===== config.mk =====
export PLATFORM = sky130hd
export DESIGN_NAME = ltd_device_flat
export DESIGN_NICKNAME = d
export VERILOG_FILES = /design/src/include/ltd_pkg.sv /design/src/include/ltd_if.sv /design/src/verilog/ltd_device.sv /design/src/flat_wrapper.sv
export SDC_FILE = /design/constraint.sdc
export NUM_CORES = 1
export LEC_CHECK = 0
export BUFFER_PORTS_ARGS = -buffer_cell sky130_fd_sc_hd__buf_4
export CORE_ASPECT_RATIO = 1.2
export CORE_MARGIN = 2
export CORE_UTILIZATION = 40
export CTS_CLUSTER_SIZE = 28
export DETAILED_ROUTE_END_ITERATION = 12
export SKIP_CTS_REPAIR_TIMING = 1
export SLEW_MARGIN = 15
export SYNTH_ARGS = -nofsm -noshare
export SYNTH_HDL_FRONTEND = slang
export SYNTH_SLANG_ARGS = --single-unit

===== constraint.sdc =====
create_clock -name ref_clk_i -period 2.56 [get_ports ref_clk_i]
set_clock_uncertainty 0.15 [all_clocks]
set_input_delay 0.128 -clock ref_clk_i [delete_from_list [all_inputs] [get_ports ref_clk_i]]
set_output_delay 0.128 -clock ref_clk_i [all_outputs]
set_load 0.02 [all_outputs]

===== src/include/ltd_pkg.sv =====
package ltd_pkg;
  // ****************************************
  // modes on {mode_select_hi_pin, mode_select_lo_pin}
  // ****************************************
  localparam logic [1:0] LTD_MODE_NORMAL = 2'h0;
  localparam logic [1:0] LTD_MODE_FAST = 2'h1;
  localparam logic [1:0] LTD_MODE_DETECT = 2'h2;
  localparam logic [1:0] LTD_MODE_IDLE = 2'h3;
  // ****************************************
  // detect_config_reg layout
  // ****************************************
  localparam int LTD_CFG_W = 8;
  localparam int LTD_DUR_LSB = 0;
  localparam int LTD_DUR_W = 4;
  localparam int LTD_LVL_LSB = 4;
  localparam int LTD_LVL_W = 4;
  localparam logic [7:0] LTD_CFG_RESET = 8'h00;
  localparam logic [3:0] LTD_DUR_MAX = 4'hA;
  // ****************************************
  // timing
  // ****************************************
  localparam int LTD_CLK_HZ = 125000000;
  localparam int LTD_WINDOW_DIV_HZ = 50;
  localparam int LTD_WINDOW_ADD = 4;
  localparam int LTD_TICK_CYC = LTD_CLK_HZ / LTD_WINDOW_DIV_HZ;
  localparam int LTD_IDLE_S = 60;
  // host register offsets
  localparam logic [3:0] LTD_HOST_CTRL = 4'h0;
  localparam logic [3:0] LTD_HOST_CFG = 4'h1;
  localparam logic [3:0] LTD_HOST_STAT = 4'h2;
  typedef enum logic [4:0] {
    LTD_H_IDLE = 5'h01,
    LTD_H_DETECT = 5'h02,
    LTD_H_REST = 5'h04,
    LTD_H_FAST = 5'h08,
    LTD_H_NORMAL = 5'h10
  } ltd_host_state_t;
endpackage


===== src/include/ltd_if.sv =====
`timescale 1ns/1ps
`default_nettype none
interface ltd_if;
  logic mode_select_lo_pin;
  logic mode_select_hi_pin;
  logic no_tamper_irq_n;
  logic tamper_found_irq_n;
  logic cfg_we;
  logic [7:0] cfg_data;
  modport dev (input mode_select_lo_pin, input mode_select_hi_pin, input cfg_we, input cfg_data,
               output no_tamper_irq_n, output tamper_found_irq_n);
  modport host (output mode_select_lo_pin, output mode_select_hi_pin, output cfg_we, output cfg_data,
                input no_tamper_irq_n, input tamper_found_irq_n);
endinterface
`default_nettype wire


===== src/verilog/ltd_device.sv =====
// The plain strobed port and the placing of the registers were decided locally.
`timescale 1ns/1ps
`default_nettype none
module ltd_device import ltd_pkg::*; #(
  parameter int TICK_CYC = LTD_TICK_CYC
) (
  input wire logic ref_clk_i,
  input wire logic resetn_i,
  ltd_if.dev link,
  input wire logic [2:0] phase_above_i,
  input wire logic [15:0] phase_level_i [3],
  output logic [15:0] threshold_o,
  output logic comparator_on_o,
  output logic measure_on_o,
  output logic fast_measure_o,
  output logic [1:0] mode_o
);
  // ****************************************
  // mode decode and threshold table
  // ****************************************
  typedef enum logic [3:0] {
    LTD_W_OFF = 4'h1,
    LTD_W_COUNT = 4'h2,
    LTD_W_CLEAR = 4'h4,
    LTD_W_TAMPER = 4'h8
  } ltd_win_state_t;
  ltd_win_state_t win_state_reg;
  ltd_win_state_t win_state_next;
  logic [7:0] cfg_reg;
  logic [1:0] mode_prev_reg;
  logic [31:0] tick_cnt_reg;
  logic [4:0] win_cnt_reg;
  logic [4:0] peak_cnt_reg [3];
  logic [2:0] above_prev_reg;

  function automatic logic reached(input logic [4:0] cnt, input logic [4:0] lim);
    return cnt >= lim;
  endfunction

  // ratio numerators, rising with the code
  function automatic logic [15:0] ratio(input logic [3:0] code);
    logic [15:0] val;
    val = 16'h0000;
    unique case (code)
      4'h0: val = 16'h0090;
      4'h1: val = 16'h010F;
      4'h2: val = 16'h0179;
      4'h3: val = 16'h01F2;
      4'h4: val = 16'h0242;
      4'h5: val = 16'h0294;
      4'h6: val = 16'h02FC;
      4'h7: val = 16'h034D;
      4'h8: val = 16'h03CA;
      4'h9: val = 16'h044C;
      4'hA: val = 16'h04AC;
      4'hB: val = 16'h0520;
      4'hC: val = 16'h055B;
      4'hD: val = 16'h05B8;
      4'hE: val = 16'h0617;
      4'hF: val = 16'h065D;
    endcase
    return val;
  endfunction

  wire logic [1:0] mode = {link.mode_select_hi_pin, link.mode_select_lo_pin};
  wire logic in_normal = (mode == LTD_MODE_NORMAL);
  wire logic in_fast = (mode == LTD_MODE_FAST);
  wire logic in_detect = (mode == LTD_MODE_DETECT);
  wire logic entering = in_detect && (mode_prev_reg != LTD_MODE_DETECT);
  wire logic restart = !in_detect || entering;
  wire logic counting = !restart && (win_state_reg == LTD_W_COUNT);
  wire logic [3:0] dur = cfg_reg[LTD_DUR_LSB +: LTD_DUR_W];
  wire logic [3:0] lvl = cfg_reg[LTD_LVL_LSB +: LTD_LVL_W];
  wire logic tick = counting && (tick_cnt_reg == 32'(TICK_CYC - 1));
  wire logic [4:0] win_len = 5'(dur) + 5'(LTD_WINDOW_ADD);
  wire logic [4:0] need = 5'(dur) + 5'h01;
  wire logic [2:0] rise = phase_above_i & ~above_prev_reg;
  wire logic win_end = tick && (win_cnt_reg == win_len - 5'h01);
  wire logic any_hit = reached(peak_cnt_reg[0], need) || reached(peak_cnt_reg[1], need) ||
                       reached(peak_cnt_reg[2], need);
  // results show only while the mode pins still select detection
  wire logic show_clear = in_detect && (win_state_reg == LTD_W_CLEAR);
  wire logic show_tamper = in_detect && (win_state_reg == LTD_W_TAMPER);

  assign threshold_o = ratio(lvl);
  assign comparator_on_o = in_detect;
  assign measure_on_o = in_normal || in_fast;
  assign fast_measure_o = in_fast;
  assign mode_o = mode;
  // ****************************************
  // configuration, only in normal and fast modes
  // ****************************************
  always_ff @(posedge ref_clk_i or negedge resetn_i) begin
    if (!resetn_i) begin
      cfg_reg <= LTD_CFG_RESET;
    end else if (link.cfg_we && measure_on_o) begin
      cfg_reg <= link.cfg_data;
    end
  end
  // ****************************************
  // window state
  // ****************************************
  // a glitch on the mode pins restarts the window; the host must hold them steady
  always_comb begin
    win_state_next = win_state_reg;
    unique case (win_state_reg)
      LTD_W_OFF: begin
        if (in_detect) begin
          win_state_next = LTD_W_COUNT;
        end
      end
      LTD_W_COUNT: begin
        if (restart) begin
          win_state_next = in_detect ? LTD_W_COUNT : LTD_W_OFF;
        end else if (win_end) begin
          win_state_next = any_hit ? LTD_W_TAMPER : LTD_W_CLEAR;
        end
      end
      LTD_W_CLEAR, LTD_W_TAMPER: begin
        if (restart) begin
          win_state_next = in_detect ? LTD_W_COUNT : LTD_W_OFF;
        end
      end
    endcase
  end

  always_ff @(posedge ref_clk_i or negedge resetn_i) begin
    if (!resetn_i) begin
      win_state_reg <= LTD_W_OFF;
    end else begin
      win_state_reg <= win_state_next;
    end
  end

  // ****************************************
  // mode history and comparator edges
  // ****************************************
  always_ff @(posedge ref_clk_i or negedge resetn_i) begin
    if (!resetn_i) begin
      mode_prev_reg <= LTD_MODE_NORMAL;
      above_prev_reg <= 3'h0;
    end else begin
      mode_prev_reg <= mode;
      above_prev_reg <= in_detect ? phase_above_i : 3'h0;
    end
  end

  // ****************************************
  // window timing, counters idle outside the window
  // ****************************************
  always_ff @(posedge ref_clk_i or negedge resetn_i) begin
    if (!resetn_i) begin
      tick_cnt_reg <= '0;
    end else if (!counting) begin
      tick_cnt_reg <= '0;
    end else begin
      tick_cnt_reg <= tick ? '0 : tick_cnt_reg + 32'h1;
    end
  end

  always_ff @(posedge ref_clk_i or negedge resetn_i) begin
    if (!resetn_i) begin
      win_cnt_reg <= '0;
    end else if (!counting) begin
      win_cnt_reg <= '0;
    end else if (tick) begin
      win_cnt_reg <= win_cnt_reg + 5'h01;
    end
  end

  // ****************************************
  // per-phase peak counters, saturating
  // ****************************************
  for (genvar i = 0; i < 3; i++) begin : g_peak
    always_ff @(posedge ref_clk_i or negedge resetn_i) begin
      if (!resetn_i) begin
        peak_cnt_reg[i] <= '0;
      end else if (restart) begin
        peak_cnt_reg[i] <= '0;
      end else if (counting && rise[i] && peak_cnt_reg[i] != 5'h1F) begin
        peak_cnt_reg[i] <= peak_cnt_reg[i] + 5'h01;
      end
    end
  end

  // ****************************************
  // result pins, held high until window end
  // ****************************************
  assign link.no_tamper_irq_n = !show_clear;
  assign link.tamper_found_irq_n = !show_tamper;
endmodule // ltd_device
`default_nettype wire


===== src/flat_wrapper.sv =====
// flat-port wrapper written by rule: the top's interface ports become plain ports
module ltd_device_flat import ltd_pkg::*;
#(
  parameter int TICK_CYC = LTD_TICK_CYC
)
  (ref_clk_i, resetn_i, phase_above_i, phase_level_i, threshold_o, comparator_on_o, measure_on_o, fast_measure_o, mode_o, link_mode_select_lo_pin, link_mode_select_hi_pin, link_cfg_we, link_cfg_data, link_no_tamper_irq_n, link_tamper_found_irq_n);
  ltd_if link_i ();
  input wire logic ref_clk_i;
  input wire logic resetn_i;
  input wire logic [2:0] phase_above_i;
  input wire logic [15:0] phase_level_i[3];
  output logic [15:0] threshold_o;
  output logic comparator_on_o;
  output logic measure_on_o;
  output logic fast_measure_o;
  output logic [1:0] mode_o;
  input wire logic [$bits(link_i.mode_select_lo_pin)-1:0] link_mode_select_lo_pin;
  input wire logic [$bits(link_i.mode_select_hi_pin)-1:0] link_mode_select_hi_pin;
  input wire logic [$bits(link_i.cfg_we)-1:0] link_cfg_we;
  input wire logic [$bits(link_i.cfg_data)-1:0] link_cfg_data;
  output wire logic [$bits(link_i.no_tamper_irq_n)-1:0] link_no_tamper_irq_n;
  output wire logic [$bits(link_i.tamper_found_irq_n)-1:0] link_tamper_found_irq_n;
  assign link_i.mode_select_lo_pin = link_mode_select_lo_pin;
  assign link_i.mode_select_hi_pin = link_mode_select_hi_pin;
  assign link_i.cfg_we = link_cfg_we;
  assign link_i.cfg_data = link_cfg_data;
  assign link_no_tamper_irq_n = link_i.no_tamper_irq_n;
  assign link_tamper_found_irq_n = link_i.tamper_found_irq_n;
  ltd_device #(.TICK_CYC(TICK_CYC)) u_core (.ref_clk_i(ref_clk_i), .resetn_i(resetn_i), .link(link_i), .phase_above_i(phase_above_i), .phase_level_i(phase_level_i), .threshold_o(threshold_o), .comparator_on_o(comparator_on_o), .measure_on_o(measure_on_o), .fast_measure_o(fast_measure_o), .mode_o(mode_o));
endmodule

# Yosys cells after proc, flatten, opt, wreduce, memory -nomap -nowiden
# Memories as Yosys holds them, arrays and structs flattened.
# Index checks and enable logic that the tools add are counted.
dict set report op_classes {
  n_addsub 8
  multipliers 0
  div_mod_pow 0
  magnitude_cmp 3
  eq_ne 16
  shifts 0
  n_mux 18
  n_bitwise 2
  reduce_logical 27
}
# cell n
set op_table {}
lappend op_table {{32-bit two-way mux} 2}
lappend op_table {{5-bit two-way mux} 8}
lappend op_table {{32-bit by 1-bit adder with 32-bit output, second input constant} 1}
lappend op_table {{32-bit by 22-bit equality test with 1-bit output, second input constant} 1}
lappend op_table {{5-bit by 1-bit adder with 5-bit output, second input constant} 4}
lappend op_table {{4-bit two-way mux} 5}
lappend op_table {{5-bit greater-or-equal comparator} 3}
lappend op_table {{5-bit inequality test, second input constant} 3}
lappend op_table {{1-bit logical AND} 13}
lappend op_table {{4-bit one-hot mux with 3 select lines} 1}
lappend op_table {{2-bit nonzero test} 3}
lappend op_table {{4-bit by 1-bit adder with 5-bit output, second input constant} 1}
lappend op_table {{4-bit by 3-bit adder with 5-bit output, second input constant} 1}
lappend op_table {{5-bit equality test} 1}
lappend op_table {{5-bit by 1-bit subtractor with 5-bit output, second input constant} 1}
lappend op_table {{4-bit by 1-bit equality test with 1-bit output, second input constant} 1}
lappend op_table {{4-bit by 2-bit equality test with 1-bit output, second input constant} 1}
lappend op_table {{4-bit by 3-bit equality test with 1-bit output, second input constant} 1}
lappend op_table {{4-bit equality test, second input constant} 1}
lappend op_table {{1-bit logical NOT} 4}
lappend op_table {{1-bit logical OR} 4}
lappend op_table {{2-bit by 1-bit inequality test with 1-bit output, second input constant} 2}
lappend op_table {{2-bit inequality test, second input constant} 2}
lappend op_table {{3-bit bitwise AND} 1}
lappend op_table {{other kinds (9)} 9}
dict set report word_totals {
  regBits 69
  latchBits 0
  ram_bits 0
  rom_bits 176
  in_bits 64
  out_inout_bits 23
  elab_cells 84
  n_memories 1
}
# name words word_bits rd rd_clocked_by_memory_dff write_ports line_no
set mem_list {}
lappend mem_list {{(name not given)} 16 11 1 0 0 ltd_device.sv:44} ;# unique case (code)

# Longest topological paths before layout
# Gate-level depths: netlist of run 1.
dict set report depth {
  word_depth 10
  ltp_mapped 9
  ltp_nobuf 9
}

# Worst setup path after synthesis of run 1
# Ideal clock, no wire load.
dict set report synth_path {
  path_type {register to register}
  startpoint {register u_core.cfg_reg[0]}
  endpoint {register u_core.win_state_reg[3]}
  setup_ps 122
  arrival_time_ps 2033
  required_ps 2288
  slack_ps 254
  stages_incl_launch_ff 9
  path_buffers 0
  period_less_slack_ps 2306
  cell_sequence {dfrtp_1 > ha_1 > nand3_1 > ha_1 > a222oi_1 > inv_1 > a2111oi_0 > nand4_1 > o2bb2ai_1}
}
dict set report synth_via {
  elab_chain_cells 8
  word_cells_on_any_way 16
  classes_between {add/sub (3); order compare (3); eq/ne (2); mux (4); reduce/logical (4)}
}
# element line_no
set synth_rtl {}
lappend synth_rtl {{start, declared} ltd_device.sv:29} ;# logic [7:0] cfg_reg;
lappend synth_rtl {{start signal, assigned} ltd_device.sv:97} ;# cfg_reg <= link.cfg_data;
lappend synth_rtl {{4-bit by 1-bit adder with 5-bit output} ltd_device.sv:76} ;# wire logic [4:0] need = 5'(dur) + 5'h01;
lappend synth_rtl {{5-bit greater-or-equal comparator} ltd_device.sv:37} ;# return cnt >= lim;
lappend synth_rtl {{1-bit logical OR (2 in a row)} ltd_device.sv:79} ;# wire logic any_hit = reached(peak_cnt_reg[0], need) || reached(peak_cnt_reg[1], need) ||
lappend synth_rtl {{4-bit two-way mux} ltd_device.sv:116} ;# win_state_next = any_hit ? LTD_W_TAMPER : LTD_W_CLEAR;
lappend synth_rtl {{4-bit two-way mux} ltd_device.sv:115} ;# end else if (win_end) begin
lappend synth_rtl {{4-bit two-way mux} ltd_device.sv:113} ;# if (restart) begin
lappend synth_rtl {{4-bit one-hot mux with 3 select lines} ltd_device.sv:106} ;# unique case (win_state_reg)
lappend synth_rtl {{end signal, assigned} ltd_device.sv:131} ;# win_state_reg <= win_state_next;
lappend synth_rtl {{end, declared} ltd_device.sv:27} ;# ltd_win_state_t win_state_reg;
# Parallel ways exist; a longest one is shown, timed or not. The select of a mux whose other input is x is not followed.
# A chain may end at the register's enable or synchronous reset.

# Worst setup path in the final report of run 1
dict set report layout_path {
  startpoint {register u_core.cfg_reg[1]}
  endpoint {register u_core.win_state_reg[3]}
}
# Same word-level chain as after synthesis.

==> flow_summary.toml, run 1 <==
[status]
status = "completed"

[cells_and_area]
layout_commonest_cell = "sky130_fd_sc_hd__dfrtp_1"
finished_cell_area_um2 = 5069
mostFrequentLayoutCells = "sky130_fd_sc_hd__dfrtp_1 (68), sky130_fd_sc_hd__nor2_1 (52), sky130_fd_sc_hd__buf_4 (47)"
areaGrowthSynthToFinish_pct = 21.32
multi_input_comb_area_um2 = 2296
share_of_cells_above_drive_strength_1 = 0.1730
largest_register_ffs = 32
n_fill_cell = 933
final_net_count = 583
fin_cells = 623
insertedDiodeCount = 0
seqCellArea_um2 = 1728

[grt]
globalRoute.totalOverflow = 0
first_pass_grt_wire_length_um = 14520
grt_pass1_vias = 3121
grt.total_usage = 0.1560
grt_antenna_before_repair = 0
pin_count_of_the_biggest_net_entering_global_routing = 70

[logic_synthesis]
synth_simple_gate_area_share = 0.2477
synthesis.yosys.warnings = 0
syn_area_per_cell_um2 = 9.538
largest_family_of_logic_cells_by_synthesized_area = "simple AND/OR/NAND/NOR gates"
synth_flop_cell = "sky130_fd_sc_hd__dfrtp_1"
async_flop_share = 1.000
multiplexer_fraction_of_the_synthesized_cell_area = 0.02007
synth-seq-area-share = 0.4136
synthesis.instances = 438
netlist_area_um2 = 4178
synth_edf_count = 0
number_of_distinct_library_cells_after_synthesis = 54
synth-xor-area-share = 0.1108
postSynthRegisterBits = 69
synth_fa_ha_area_frac = 0.08506
share_of_the_synthesized_area_in_compound_gates_ao_oa_aoi_oai = 0.07038

[sta]
worst_slew_margin_rel = 0.4146
timing_worst_slew_pin_value_ps = 878.2
post-route-period-util = 0.9578
fmax_ghz = 0.4078
drv_slew = 0
rsz0062_at_grt = "no"
final_period_minus_worst_setup_slack_ps = 2452
setup_tns_ps = 0
timing.hold.ws_ps = 166.5
finalSetupViolCount = 0
report.final.hold_viol_count = 0

[critical_path]
worst_path_required_ps = 2620
crit_path_dat_ps = 2510
worst-path-max-fanout = 3
setup.worst_path.start_class = "register"
crit_path_end_kind = "register"
worstSetupPathType = "reg2reg"

[clock_network]
tritoncts = "yes"
cts.clk_slew.worst_paths_ps = 60
tritoncts.num_buffers = 9
cts-htree-levels = 3
clock_latency_late_sink_ps = 330
cts_sinks = 69
cts.path.max_buffers = 2
cts.root.buffer_cell = "sky130_fd_sc_hd__clkbuf_16"

[placement]
place.detailed.hpwl_um = 5902
placement.cell_area_um2 = 4559
gpl.final_weighted_congestion = 0.7901
numPlacedInstances = 593
portBuffers = 33

[floorplan]
chipWidth_um = 97.30
chipHeight_um = 116.0
design.die.area_um2 = 11280
coreArea_um2 = 10110
effective_utilization_at_floorplan = 0.4132
design.portCount = 87
rows = 40

[route]
avgRoutedWirePerCell_um = 13.49
firstDrtPassIters = 6
drt_iter0_markers = 128
totalWireLength_um = 8406
vias = 3185
ant_nets = 0
route.detailed.drc = 0
avgViaCountPerCell = 5.112

[min_path]
holdCritPathClass = "in2reg"

[pwr]
peakVddDrop_v = 0.0003535
p_leak_uw = 0.002124
fin_total_pwr_uw = 3098
power_per_cell_area_nw_per_um2 = 611.2

[job]
maxCapViolCount = 0
-- report_power, final --
part | internal (uW) | total, uW | switching [uW]
logic | 258 | 559 | 302
registers | 1130 | 1210 | 73.0
clock network | 873 | 1330 | 458
-- cells in the mapped netlist (all sizes together), types with 2 or more instances --
library cell	count	area, um2
o21ai	20	100.1
nor2	60	245.2
clkbuf	8	30.03
mux2i	5	50.05
or2	2	12.52
buf	13	106.3
nand2	38	142.6
nand4	12	75.07
dfrtp	68	1702
ha	26	325.3
xnor2	23	201.4
or4	3	30.03
and3	6	37.54
nor4b	5	88.84
maj3	3	30.03
inv	21	78.83
xor2	29	261.5
o211ai	5	37.54
nand4b	2	17.52
nand2b	7	43.79
mux2	3	33.78
a31oi	4	25.02
nand3	16	80.08
nor2b	3	18.77
nor3	10	50.05
nor4	7	50.05
a21o	3	22.52
and2	4	25.02
or3	7	43.79
a21oi	11	55.05
-- cell families after synthesis --
| kind of cell | count (synthesis) |
|---|---|
| adder cells (fa/ha/maj) | 29 |
| other | 1 |
| XOR/XNOR | 52 |
| AO/OA/AOI/OAI | 49 |
| buffers and inverters | 42 |
| multiplexers | 8 |
| flip-flops | 69 |
| AND/OR/NAND/NOR | 188 |
-- critical path, stage by stage (launching register included) --
cell,delay (ps)
sky130_fd_sc_hd__dfrtp_1,400
sky130_fd_sc_hd__buf_4,150
sky130_fd_sc_hd__inv_1,70
sky130_fd_sc_hd__ha_1,250
sky130_fd_sc_hd__inv_1,120
sky130_fd_sc_hd__ha_1,240
sky130_fd_sc_hd__a21o_1,160
sky130_fd_sc_hd__maj3_1,370
sky130_fd_sc_hd__o211ai_1,110
sky130_fd_sc_hd__nand4_1,170
sky130_fd_sc_hd__o2bb2ai_1,160
-- through the flow --
step                utilization  setup slack, ps
floorplan                     -            254.4
global placement         0.4510            54.93
detailed placement       0.4510           -1.502
CTS                      0.4822           -36.51
global route             0.5014            8.863
finish                   0.5014            108.1
-- area by class of cell --
type                    instances  share of cell area
multi-input cells             331              0.4530
flip-flops and latches         69              0.3409
repair buffers                 61             0.09726
clock buffers                  11             0.04789
well taps                     126             0.03110
inverters                      21             0.01555
clock inverters                 4             0.01432
-- path summary, 6_finish.rpt --
path,start,endpoint,slack [ps],cells after the start
max,u_core.cfg_reg[1],u_core.win_state_reg[3],110,10
min,link_cfg_we,u_core.cfg_reg[1],170,4
max reg2reg,u_core.cfg_reg[1],u_core.win_state_reg[3],110,10
min reg2reg,u_core.tick_cnt_reg[0],u_core.tick_cnt_reg[0],330,1
max in group asynchronous,resetn_i,u_core.tick_cnt_reg[8],1370,2
min in group asynchronous,resetn_i,u_core.peak_cnt_reg[5],310,2
-- metal layers --
layer	up-vias	GRT usage	part of all wire
met1	1520	0.1971	0.45
met3	12	0.02171	0.027
met4	0	0.06389	0.020
li1	1601	-	-
met5	-	0	0
met2	52	0.2722	0.50
Power figures use the tool's default switching activity.
==> run 2, diff against run 1 <==
CORE_UTILIZATION = 55   (was 40)
PLACE_DENSITY = 0.8   (was not set)
==> run 2 against run 1 <==
Sequential share of layout area rose by 1.4 points. Critical path depth decreased by 2. Non-clock buffer count shrank 2. Die area shrank 26%. Sequential cell count unchanged. Cell area fell by 4.0%. Register-to-register slack gained 30 ps. Worst hold slack worse by 32 ps. Critical endpoint unchanged. Largest cell class unchanged.
==> flow_summary.toml, run 2 (synthesis gave the netlist of run 1 again) <==
[critical_path]
critical_path.cell_chain = "ha_2, nand3_2, ha_1, a222oi_1, inv_1, a2111oi_4, nand4_1, o2bb2ai_1"
crit_path_end_kind = "register"
crit_path_dat_ps = 2500
worst_path_required_ps = 2640
worstSetupPathType = "reg2reg"
setup.worst_path.start_class = "register"
worst_r2r_startpoint = "u_core.cfg_reg[1]"
worstPathBufferInverterCount = 1
timing.rr.end = "u_core.win_state_reg[3]"
cp_slowest_stage_delay_ps = 390
worst_path_max_delay_cell = "sky130_fd_sc_hd__dfrtp_1"
worst-path-max-fanout = 3
timing.critical_path.max_delay_family = "compound AO/OA/AOI/OAI gates"
setup.reg_to_reg.worst_slack_ps = 140
worstRegToRegCells = 8

[grt]
globalRoute.totalOverflow = 0
grt.total_usage = 0.2059
first_pass_grt_wire_length_um = 13980
grt_pass1_vias = 3155
pin_count_of_the_biggest_net_entering_global_routing = 70
grt_antenna_before_repair = 0

[clock_network]
cts.root.buffer_cell = "sky130_fd_sc_hd__clkbuf_8"
cts-htree-levels = 3
cts.clk_slew.worst_paths_ps = 80
cts.path.max_buffers = 2
tritoncts.num_buffers = 9
tritoncts = "yes"
cts_sinks = 69
clock_latency_late_sink_ps = 350

[floorplan]
design.portCount = 87
coreArea_um2 = 7317
rows = 34
effective_utilization_at_floorplan = 0.5710
design.die.area_um2 = 8312
chipWidth_um = 83.56
chipHeight_um = 99.47

[sta]
rsz0062_at_grt = "no"
worst_slew_margin_rel = 0.4241
timing_worst_slew_pin_value_ps = 863.9
drv_slew = 0
fmax_ghz = 0.4128
setup_tns_ps = 0
final_period_minus_worst_setup_slack_ps = 2422
finalSetupViolCount = 0
report.final.hold_viol_count = 0
post-route-period-util = 0.9462
timing.hold.ws_ps = 134.3

[cells_and_area]
share_of_cells_above_drive_strength_1 = 0.1714
largest_register_ffs = 32
final_net_count = 581
insertedDiodeCount = 0
areaGrowthSynthToFinish_pct = 16.41
n_fill_cell = 569
fin_util = 0.6647
fin_cells = 586
layout_commonest_cell = "sky130_fd_sc_hd__dfrtp_1"
mostFrequentLayoutCells = "sky130_fd_sc_hd__dfrtp_1 (68), sky130_fd_sc_hd__nor2_1 (52), sky130_fd_sc_hd__buf_4 (45)"

[route]
totalWireLength_um = 8286
route.detailed.drc = 0
ant_nets = 0
avgRoutedWirePerCell_um = 14.14
avgViaCountPerCell = 5.522
drt_iter0_markers = 172
firstDrtPassIters = 4
vias = 3236

[pwr]
peakVddDrop_v = 0.0003218
power_per_cell_area_nw_per_um2 = 533.3
p_leak_uw = 0.002057

[min_path]
worstHoldEndpoint = "u_core.cfg_reg[0]"
worst_hold_startpoint = "link_cfg_we"
holdCritPathClass = "in2reg"
min_delay_path_depth = 4

[placement]
portBuffers = 33
gpl.final_weighted_congestion = 0.8197
numPlacedInstances = 554
place.detailed.hpwl_um = 5744

[status]
status = "completed"

[job]
maxCapViolCount = 0
-- run 2: how the worst max path moves through the flow --
| stage | start | end | slack [ps] | cells after the start |
|---|---|---|---|---|
| floorplan | u_core.cfg_reg[0] | u_core.win_state_reg[3] | 250 | 8 |
| global placement | u_core.cfg_reg[1] | u_core.win_state_reg[3] | 110 | 8 |
| detailed placement | u_core.cfg_reg[1] | u_core.win_state_reg[3] | -30 | 8 |
| CTS | u_core.cfg_reg[1] | u_core.win_state_reg[3] | -70 | 8 |
| global route | u_core.cfg_reg[1] | u_core.win_state_reg[3] | 20 | 8 |
| finish | u_core.cfg_reg[1] | u_core.win_state_reg[3] | 140 | 8 |
-- run 2: worst reg2reg max path, stage by stage (launching register included) --
cell and delay (ps):
sky130_fd_sc_hd__dfrtp_1 390, sky130_fd_sc_hd__ha_2 200, sky130_fd_sc_hd__nand3_2 110, sky130_fd_sc_hd__ha_1 310
sky130_fd_sc_hd__a222oi_1 340, sky130_fd_sc_hd__inv_1 130, sky130_fd_sc_hd__a2111oi_4 300, sky130_fd_sc_hd__nand4_1 200
sky130_fd_sc_hd__o2bb2ai_1 170
-- run 2: final cells by class --
type	count	area, um2	share of cell area
clock buffer	12	155.1	0.03190
sequential	69	1728	0.3553
inverter	21	78.83	0.01621
timing repair buffer	59	478.0	0.09828
multi-input combinational	331	2288	0.4705
tap	90	112.6	0.02315
clock inverter	4	22.52	0.004631
-- run 2: per-stage QoR --
stage | total power, uW | cell area (um2) | setup WS [ps]
finish | 2594 | 4863 | 137.7
global route | 2741 | 4863 | 21.14
CTS | 2575 | 4669 | -67.45
detailed placement | 1764 | 4492 | -26.71
global placement | 1744 | 4492 | 112.8
floorplan | 1578 | 4193 | 254.4
-- run 2: routing by layer --
metal	wire [um]	track usage	up-vias
li1	-	-	1599
met1	3689	0.2507	1550
met2	4114	0.3563	64
met3	267	0.04647	23
met4	215	0.08065	0
met5	0	0	-
-- run 2: where the power goes --
group / internal, uW / total, uW / switching (uW)
Combinational: 262 / 582 / 319
Clock: 400 / 809 / 409
Sequential: 1130 / 1200 / 69.7
Total: 1800 / 2590 / 798
